[src/pdc_cfg.svh]
// Purpose: constants for the divider and power-down configuration block
// Assumes: serial words are 24 bits, routing bits in the low nibble
// Notes: reset values are the safe, powered-down choice
`ifndef PDC_CFG_SVH
`define PDC_CFG_SVH

`define PDC_WORD_W 24
`define PDC_ROUTE_HI 3
`define PDC_ROUTE_LO 0
`define PDC_ROUTE_MAIN 4'h3
`define PDC_ROUTE_AUX 4'h5

// main divider configuration word fields
`define PDC_MAIN_PD_BIT 23
`define PDC_MAIN_PS_BIT 22
`define PDC_MAIN_REF_HI 21
`define PDC_MAIN_REF_LO 16
`define PDC_MAIN_FD_HI 15
`define PDC_MAIN_FD_LO 4

// auxiliary divider configuration word fields
`define PDC_AUX_PD_BIT 23
`define PDC_AUX_N_HI 22
`define PDC_AUX_N_LO 4

// feedback divider value fields
`define PDC_FB_COARSE_HI 10
`define PDC_FB_COARSE_LO 5
`define PDC_FB_QUAD_HI 4
`define PDC_FB_QUAD_LO 2
`define PDC_FB_UNIT_HI 1
`define PDC_FB_UNIT_LO 0
`define PDC_MOD_SMALL 12'h010
`define PDC_MOD_LARGE 12'h020

// reset values
`define PDC_RST_MAIN_PD 1'b1
`define PDC_RST_AUX_PD 1'b1
`define PDC_RST_PS 1'b0
`define PDC_RST_REF 6'h01
`define PDC_RST_FD 12'h000
`define PDC_RST_AUX_N 19'h00000

`endif

[src/pdc_pkg.sv]
// Purpose: types for the divider and power-down configuration block
// Assumes: constants live in pdc_cfg.svh
// Notes: none
package pdc_pkg;
    typedef enum logic [1:0] {
        PDC_PWR_OFF = 2'b00,
        PDC_PWR_AUTO = 2'b01,
        PDC_PWR_ON = 2'b10
    } pdc_pwr_t;

    typedef enum logic {
        PDC_PS_SMALL = 1'b0,
        PDC_PS_LARGE = 1'b1
    } pdc_ps_t;
endpackage

[src/pdc_top.sv]
// Purpose: divider settings and power-down control of a dual synthesizer
// Assumes: serial pins, enable pin and auto power-up are synchronous
// Notes: configuration is write-only; derived values are registered
//
// Overview of operation
// - Reference divider divides by its 6-bit field, 1 to 63.
// - Prescaler select 0 picks 16/17/20/21, 1 picks 32/33/36/37.
// - Main power-down 0 with no override keeps the main loop running.
// - Effective main power-down stops the loop, charge pump floats.
// - Enable pin low powers main loop down above everything else.
// - Enable high plus auto power-up powers the main loop up.
// - Otherwise the main power-down bit decides main loop power.
// - 12-bit denominator field is the low fractional denominator part.
// - Main divide equals modulus times coarse plus four quad plus unit.
// - Aux power-down 1 stops aux loop and floats its charge pump.
// - Main word write with auto power-up clears aux power-down.
`timescale 1ns/10ps
`include "pdc_cfg.svh"
module pdc_top
(
    // clock and reset
    input wire logic ref_clk,
    input wire logic rst_b,
    // serial write pins
    input wire logic ser_clk,
    input wire logic ser_data,
    input wire logic ser_latch,
    // power control inputs
    input wire logic chip_enable,
    input wire logic auto_powerup,
    // feedback divider word from the fractional path
    input wire logic [10:0] main_feedback_divider,
    // loop power outputs
    output logic main_pll_enable,
    output logic main_cp_hiz,
    output logic aux_pll_enable,
    output logic aux_cp_hiz,
    // divider settings
    output pdc_pkg::pdc_ps_t main_prescaler_select,
    output logic [5:0] main_ref_divider,
    output logic [11:0] main_frac_denominator,
    output logic [11:0] main_div_value,
    output logic [18:0] aux_feedback_divider,
    output logic ref_div_pulse
);
    import pdc_pkg::*;

    logic rs1_q, rst_sync_b;
    logic word_valid;
    logic [`PDC_WORD_W-1:0] word;
    logic main_wr, aux_wr;

    // release reset through two flops so removal is clean
    always_ff @(posedge ref_clk or negedge rst_b)
    begin
        if (!rst_b)
        begin
            rs1_q <= 1'b0;
            rst_sync_b <= 1'b0;
        end
        else
        begin
            rs1_q <= 1'b1;
            rst_sync_b <= rs1_q;
        end
    end

    pdc_shift u_shift
    (
        .clk(ref_clk),
        .rst_n(rst_sync_b),
        .ser_clk(ser_clk),
        .ser_data(ser_data),
        .ser_latch(ser_latch),
        .word_valid(word_valid),
        .word(word)
    );

    // route by the low nibble; other patterns belong to other blocks
    assign main_wr = word_valid &&
        (word[`PDC_ROUTE_HI:`PDC_ROUTE_LO] == `PDC_ROUTE_MAIN);
    assign aux_wr = word_valid &&
        (word[`PDC_ROUTE_HI:`PDC_ROUTE_LO] == `PDC_ROUTE_AUX);

    logic main_pd_q, main_pd_d;
    pdc_ps_t ps_q, ps_d;
    logic [5:0] ref_q, ref_d;
    logic [11:0] fd_q, fd_d;
    logic aux_pd_q, aux_pd_d;
    logic [18:0] aux_n_q, aux_n_d;

    // configuration words; the auto clear lands with the main write
    always_comb
    begin
        main_pd_d = main_pd_q;
        ps_d = ps_q;
        ref_d = ref_q;
        fd_d = fd_q;
        aux_pd_d = aux_pd_q;
        aux_n_d = aux_n_q;
        if (main_wr)
        begin
            main_pd_d = word[`PDC_MAIN_PD_BIT];
            ps_d = pdc_ps_t'(word[`PDC_MAIN_PS_BIT]);
            ref_d = word[`PDC_MAIN_REF_HI:`PDC_MAIN_REF_LO];
            fd_d = word[`PDC_MAIN_FD_HI:`PDC_MAIN_FD_LO];
            if (auto_powerup)
            begin
                aux_pd_d = 1'b0;
            end
        end
        if (aux_wr)
        begin
            aux_pd_d = word[`PDC_AUX_PD_BIT];
            aux_n_d = word[`PDC_AUX_N_HI:`PDC_AUX_N_LO];
        end
    end

    always_ff @(posedge ref_clk or negedge rst_sync_b)
    begin
        if (!rst_sync_b)
        begin
            main_pd_q <= `PDC_RST_MAIN_PD;
            ps_q <= pdc_ps_t'(`PDC_RST_PS);
            ref_q <= `PDC_RST_REF;
            fd_q <= `PDC_RST_FD;
            aux_pd_q <= `PDC_RST_AUX_PD;
            aux_n_q <= `PDC_RST_AUX_N;
        end
        else
        begin
            main_pd_q <= main_pd_d;
            ps_q <= ps_d;
            ref_q <= ref_d;
            fd_q <= fd_d;
            aux_pd_q <= aux_pd_d;
            aux_n_q <= aux_n_d;
        end
    end

    assign main_prescaler_select = ps_q;
    assign main_ref_divider = ref_q;
    assign main_frac_denominator = fd_q;
    assign aux_feedback_divider = aux_n_q;

    pdc_pwr_t pwr_d;
    logic men_q, men_d, aen_q, aen_d;

    // precedence: enable pin, then auto power-up, then the bit
    always_comb
    begin
        if (!chip_enable)
        begin
            pwr_d = PDC_PWR_OFF;
        end
        else if (auto_powerup)
        begin
            pwr_d = PDC_PWR_AUTO;
        end
        else if (main_pd_q)
        begin
            pwr_d = PDC_PWR_OFF;
        end
        else
        begin
            pwr_d = PDC_PWR_ON;
        end
        case (pwr_d)
            PDC_PWR_AUTO: men_d = 1'b1;
            PDC_PWR_ON: men_d = 1'b1;
            default: men_d = 1'b0;
        endcase
        aen_d = chip_enable && !aux_pd_q;
    end

    // hiz is the inverse of enable, kept as its own flop for a clean pin
    always_ff @(posedge ref_clk or negedge rst_sync_b)
    begin
        if (!rst_sync_b)
        begin
            main_pll_enable <= 1'b0;
            main_cp_hiz <= 1'b1;
            aux_pll_enable <= 1'b0;
            aux_cp_hiz <= 1'b1;
        end
        else
        begin
            main_pll_enable <= men_d;
            main_cp_hiz <= !men_d;
            aux_pll_enable <= aen_d;
            aux_cp_hiz <= !aen_d;
        end
    end

    logic [5:0] rcnt_q, rcnt_d;
    logic rpulse_d;
    logic [11:0] modulus, div_d;

    // reference divider; a zero field is treated like one, never stalls
    always_comb
    begin
        modulus = (ps_q == PDC_PS_LARGE) ? `PDC_MOD_LARGE : `PDC_MOD_SMALL;
        div_d = 12'(modulus *
            {6'h00, main_feedback_divider[`PDC_FB_COARSE_HI:`PDC_FB_COARSE_LO]})
            + {7'h00, main_feedback_divider[`PDC_FB_QUAD_HI:`PDC_FB_QUAD_LO],
            2'h0}
            + {10'h000, main_feedback_divider[`PDC_FB_UNIT_HI:`PDC_FB_UNIT_LO]};
        rcnt_d = rcnt_q + 6'h01;
        rpulse_d = 1'b0;
        if ((ref_q <= 6'h01) || (rcnt_q >= ref_q - 6'h01))
        begin
            rcnt_d = 6'h00;
            rpulse_d = 1'b1;
        end
    end

    always_ff @(posedge ref_clk or negedge rst_sync_b)
    begin
        if (!rst_sync_b)
        begin
            rcnt_q <= 6'h00;
            ref_div_pulse <= 1'b0;
            main_div_value <= 12'h000;
        end
        else
        begin
            rcnt_q <= rcnt_d;
            ref_div_pulse <= rpulse_d;
            main_div_value <= div_d;
        end
    end
endmodule

[src/pdc_shift.sv]
// Purpose: serial receiver, three wires, shifts msb first, latches a word
// Assumes: serial pins are synchronous to the clock and slower than it
// Notes: one bit per serial clock rising edge
`timescale 1ns/10ps
`include "pdc_cfg.svh"
module pdc_shift
(
    // clock and reset
    input wire logic clk,
    input wire logic rst_n,
    // serial pins
    input wire logic ser_clk,
    input wire logic ser_data,
    input wire logic ser_latch,
    // received word
    output logic word_valid,
    output logic [`PDC_WORD_W-1:0] word
);
    import pdc_pkg::*;

    logic sclk_q, sclk_d;
    logic le_q, le_d;
    logic [`PDC_WORD_W-1:0] sh_q, sh_d;
    logic valid_q, valid_d;
    logic [`PDC_WORD_W-1:0] word_q, word_d;

    // shift on serial clock rise, publish on latch rise
    always_comb
    begin
        sclk_d = ser_clk;
        le_d = ser_latch;
        sh_d = sh_q;
        valid_d = 1'b0;
        word_d = word_q;
        if (ser_clk && !sclk_q)
        begin
            sh_d = {sh_q[`PDC_WORD_W-2:0], ser_data};
        end
        if (ser_latch && !le_q)
        begin
            valid_d = 1'b1;
            word_d = sh_q;
        end
    end

    always_ff @(posedge clk or negedge rst_n)
    begin
        if (!rst_n)
        begin
            sclk_q <= 1'b0;
            le_q <= 1'b0;
            sh_q <= '0;
            valid_q <= 1'b0;
            word_q <= '0;
        end
        else
        begin
            sclk_q <= sclk_d;
            le_q <= le_d;
            sh_q <= sh_d;
            valid_q <= valid_d;
            word_q <= word_d;
        end
    end

    assign word_valid = valid_q;
    assign word = word_q;
endmodule

[config.mk]
export PLATFORM = sky130hd
export DESIGN_NAME = pdc_top
export DESIGN_NICKNAME = d
export VERILOG_FILES = /design/src/pdc_pkg.sv /design/src/pdc_top.sv /design/src/pdc_shift.sv
export VERILOG_INCLUDE_DIRS = /design/src /design/src/src
export SDC_FILE = /design/constraint.sdc
export NUM_CORES = 1
export LEC_CHECK = 0
export CELL_PAD_IN_SITES_DETAIL_PLACEMENT = 1
export CELL_PAD_IN_SITES_GLOBAL_PLACEMENT = 2
export CORE_MARGIN = 4
export CORE_UTILIZATION = 45
export CTS_CLUSTER_DIAMETER = 200
export DETAILED_ROUTE_END_ITERATION = 10
export DONT_BUFFER_PORTS = 1
export PLACE_DENSITY = 0.76
export SLEW_MARGIN = 20
export SYNTH_ARGS = -nofsm -noshare
export SYNTH_HDL_FRONTEND = slang
export SYNTH_SLANG_ARGS = --single-unit
[constraint.sdc]
create_clock -name ref_clk -period 4.2 [get_ports ref_clk]
set_input_delay 1.05 -clock ref_clk [delete_from_list [all_inputs] [get_ports ref_clk]]
set_output_delay 1.05 -clock ref_clk [all_outputs]
set_load 0.005 [all_outputs]
# Yosys cells after proc, flatten, opt, wreduce, memory -nomap -nowiden
# Cells that the tools add are included.
# classes
muxes	11
magnitude_cmp	2
n_eq_ne	4
multipliers	1
reduce_logical	15
n_addsub	4
# op_table
cell	count
12-bit by 2-bit adder with 12-bit output	1
12-bit by 5-bit adder with 12-bit output	1
6-bit by 6-bit multiplier with 12-bit output	1
6-bit two-way mux	2
6-bit by 1-bit adder with 6-bit output, second input constant	1
6-bit >= comparator	1
6-bit by 1-bit <= comparator with 1-bit output, second input constant	1
1-bit two-way mux	6
2-bit two-way mux	3
6-bit by 1-bit subtractor with 6-bit output, second input constant	1
1-bit logical AND	5
1-bit zero test	5
4-bit by 2-bit equality test with 1-bit output, second input constant	1
4-bit by 3-bit equality test with 1-bit output, second input constant	1
2-bit nonzero test	2
2-bit by 1-bit equality test with 1-bit output, second input constant	1
2-bit equality test, second input constant	1
2-bit AND reduction	1
2-bit OR reduction	1
1-bit logical OR	1
# word_totals
inputBits	18
output_inout_bits	55
register_bits	116

# Logic depth before layout (Yosys ltp)
# logic_depth
depth_word	7
ltp_mapped	10
mapped_depth_nobuf	9

# By module
# From an unflattened synthesis, not the netlist that was laid out.
# hier_totals
cells_unflattened	314
hier_area_um2	5093.6
# by_module_without_submodules
mod	cells_each	area_per_inst_um2	n_inst	seq_area_each_um2
pdc_top	206	3039.2	1	1632.8
pdc_shift	108	2054.5	1	1276.2

# Worst setup path before layout
# OpenSTA, ideal clock, no wires.
# synth_timing
kind	input to register
startpoint	input port main_feedback_divider[8]
endpoint	register main_div_value[11]
t_required_ns	4.076
path_stages	8
arrival_time_ns	2.734
n_path_buf	0
path_slack_ns	1.342
cell_sequence	nor2b_1 ha_1 ha_1 ha_1 ha_1 a31oi_1 o21ai_0 xnor2_1
# synth_via
elab_chain_len	3
# synth_rtl
item	line_no	source
from (decl)	pdc_top.sv:32	input wire logic [10:0] main_feedback_divider,
6-bit by 6-bit multiplier with 12-bit output	pdc_top.sv:203	div_d = 12'(modulus *
12-bit by 5-bit adder with 12-bit output	pdc_top.sv:203	
12-bit by 2-bit adder with 12-bit output	pdc_top.sv:203	
net div_d[11]	pdc_top.sv:197	logic [11:0] modulus, div_d;
to (signal assigned)	pdc_top.sv:229	main_div_value <= div_d;
to (decl)	pdc_top.sv:42	output logic [11:0] main_div_value,
# The timed path passes the listed nets, and every way through them passes these cells.
# A chain may end at the register's enable or synchronous reset.

# Final worst setup path
# layout_timing
startpoint	register ps_q (netlist: main_prescaler_select)
endpoint	register main_div_value[11]
# layout_via
elab_chain_len	4
# layout_rtl
item	line_no	source
from (decl)	pdc_top.sv:86	pdc_ps_t ps_q, ps_d;
from (signal assigned)	pdc_top.sv:124	ps_q <= pdc_ps_t'(`PDC_RST_PS);
from (signal assigned)	pdc_top.sv:133	ps_q <= ps_d;
6-bit two-way mux (no source line)	n/a	
6-bit by 6-bit multiplier with 12-bit output	pdc_top.sv:203	
12-bit by 5-bit adder with 12-bit output	pdc_top.sv:203	
12-bit by 2-bit adder with 12-bit output	pdc_top.sv:203	
net div_d[11]	pdc_top.sv:197	
# The timed path passes the listed nets, and every way through them passes these cells.

==> impl_metrics.tcl <==
set metrics [dict create \
    grt_pass1_wl_mm 15.5 \
    synth_ff_type "dfrtp_1" \
    period_needed_ns 2.54 \
    clockBufferDepth 2 \
    setup_tns_ns 0 \
    mostFrequentLayoutCell "dfrtp_1" \
    antenna_found_initial 1 \
    finalSetupViolCount 0 \
    cts_made_buffers 17 \
    tightest_slew_ns 0.870 \
    grt_max_degree 41 \
    drtPass1Iterations 4 \
    coreArea_um2 10500 \
    num_rows 37 \
    ant_nets 0 \
    clock_sinks 116 \
    rrSetupSlack_ns 1.66 \
    max_stage_delay_ns 0.56 \
    timing.fmax_ghz 0.394 \
    netSwitchingFraction_pct 22.7 \
    pwr-share-clk_pct 47.2 \
    ctsRootBufferMaster "clkbuf_8" \
    grt_util_all_layers_pct 15.6 \
    dp_hpwl_mm 5.70 \
    seq_area_frac_synth_pct 59.4 \
    fin_worst_skew_ns 0.00863 \
    place_congestion 0.748 \
    cts.clk_slew.worst_paths_ns 0.06 \
    start_util_pct 46.8 \
    grt_use_met3_pct 5.88 \
    port_buffers 0 \
    drc 0 \
    critPathRequiredTime_ns 4.59 \
    first_iter_violations 73 \
    ys_ff_latch 116 \
    overflow 0 \
    grt_pass1_vias 2885 \
    use_met2_pct 24.4 \
    min_path_type "in2async" \
    layout_common_cells "110 x dfrtp_1, 72 x mux2_2, 23 x ha_1" \
    synthCells 314 \
    crit_path_start_kind "flop" \
    drive_gt1_share_pct 41.6 \
    power_density_nw_per_um2 611 \
    critical_path.cell_chain "mux2_2, ha_1, ha_1, ha_1, a31oi_1, o21ai_0, xnor2_1" \
    top_usage_layer "met2" \
    io_pins 73 \
    rsz0062_at_grt "no" \
    max_slew_margin_pct 41.9 \
    ctsHoldBuffers 0 \
    wl_per_cell_um 18.6 \
    cp.arrival_ns 2.93 \
    n_antenna_cell 0 \
    switching_power_w 0.000798 \
    p_leak_nw 2.76 \
    drv_cap 0 \
    slowest_stage "dfrtp_1" \
    cpMostUsedCell "ha_1" \
    seq_power_share_pct 43.2 \
    status "completed" \
    vdd_ir_drop_max_mv 0.336 \
    cts_tree "built" \
    p_comb_share_pct 9.6 \
    hold_viol 0 \
    die_w_um 112 \
    finalPower_w 0.00352 \
    die_height_um 112 \
    async_flop_share_pct 100 \
    ys_warn_count 0 \
    dieArea_um2 12600 \
    vias_per_cell 5.23 \
    vias 2508 \
    critPathKind "reg2reg" \
    post-route-period-util_pct 60.5 \
    synth-edff-count 0 \
    fin_util_pct 55.1 \
    postCtsSetupRepairBufs 0 \
    clk_latency_ns 0.51 \
    report.final.slew_viol_count 0 \
    nets 373 \
    path_max_fanout 10 \
    synthDistinctLibCells 37 \
    post_cts_resized 0 \
    syn_avg_cell_area_um2 15.6 \
    htreeDepth 4 \
    crit_path_end_kind "flop" \
    globalRouteMet1Util_pct 19.8 \
    startpoint "main_prescaler_select$_DFFE_PN0P_" \
    p_int_w 0.00272 \
    area_growth_pct 17.7 \
    finalWirelength_mm 8.93 \
    netlist_area_um2 4900 \
    r2r-start "main_prescaler_select$_DFFE_PN0P_" \
]
==> cells by family after synthesis <==
logic type	Yosys count	share of synthesized area, %
other cells	2	0.153
xor+xnor	12	2.15
flops	116	59.4
simple gates	26	3.48
mux	92	22.7
buf+inv	22	2.45
fa+ha+maj	24	6.29
compound gates	20	3.40
==> critical path, delay by kind of cell, from the launching register on <==
kind                     cells  cell delay, ns
AO/OA/AOI/OAI                2            0.42
adder cells (fa/ha/maj)      3            0.93
XOR/XNOR                     1            0.14
multiplexers                 1            0.38
flip-flops                   1            0.56
==> sequential cells by signal, summed over array words and instances, names as in the netlist, 6 cells and up <==
signal                 cells
main_div_value            12
main_ref_divider           6
aux_feedback_divider      19
u_shift.word              24
main_frac_denominator     12
u_shift.sh_q              24
rcnt_q                     6
==> metrics by stage <==
step / cell area, um^2 / setup slack, ns / instances / hold slack, ns
5_1_grt: 5760 / 1.46 / 480 / 0.193
4_1_cts: 5730 / 1.62 / 479 / 0.203
2_1_floorplan: 4910 / 0.738 / 317 / 0.331
3_5_place_dp: 5050 / 1.20 / 447 / 0.316
6_report: 5760 / 1.66 / 480 / 0.235
3_3_place_gp: 5050 / 1.25 / 447 / 0.313
==> cells in the mapped netlist (2+ instances only) <==
master	number	area, um^2
nand2b_1	3	18.8
o21ai_0	2	10.0
a21oi_1	4	20.0
nor2_1	2	7.51
ha_1	23	288
nor3_1	2	10.0
nor2b_1	3	18.8
mux2_2	72	811
xnor2_1	8	70.1
buf_6	4	45.0
nand3_1	4	20.0
xor2_1	4	35.0
a211oi_1	5	37.5
inv_1	10	37.5
mux2_4	20	300
dfrtp_1	111	2780
buf_2	6	30.0
nand2_1	6	22.5
a21o_1	2	15.0
conb_1	2	7.51
dfstp_2	5	131
==> power by group through the flow <==
stage | registers [W] | logic, W | clock network (W)
after floorplan | 0.00149 | 0.000285 | 0
after global placement | 0.00153 | 0.000319 | 0
after detailed placement | 0.00154 | 0.000335 | 0
after CTS | 0.00153 | 0.000341 | 0.00170
after global routing | 0.00156 | 0.000377 | 0.00178
final | 0.00152 | 0.000337 | 0.00166
==> final timing paths <==
check / endpoint / cells past startpoint
max in group asynchronous: aux_cp_hiz$_DFF_PN1_ / 1
min in group ref_clk: rst_sync_b$_DFF_PN0_ / 0
min reg2reg: u_shift.word[0]$_DFFE_PN0P_ / 0
max: main_div_value[11]$_DFF_PN0_ / 7
min: rs1_q$_DFF_PN0_ / 0
max reg2reg: main_div_value[11]$_DFF_PN0_ / 7
==> area by class of cell <==
cell class	count	area, um^2
Multi-Input combinational cell	179	1890
Inverter	11	41.3
Tap cell	136	170
Fill cell	1002	4700
Timing Repair Buffer	6	65.1
Clock inverter	13	253
Clock buffer	19	432
Sequential cell	116	2910
==> metal layers <==
metal | vias up | routed length [um]
met5 | - | 12
met4 | 2 | 127
met3 | 12 | 465
met2 | 49 | 4380
met1 | 1303 | 3940
li1 | 1142 | -
Note: power is estimated with default switching activity, not from simulation.
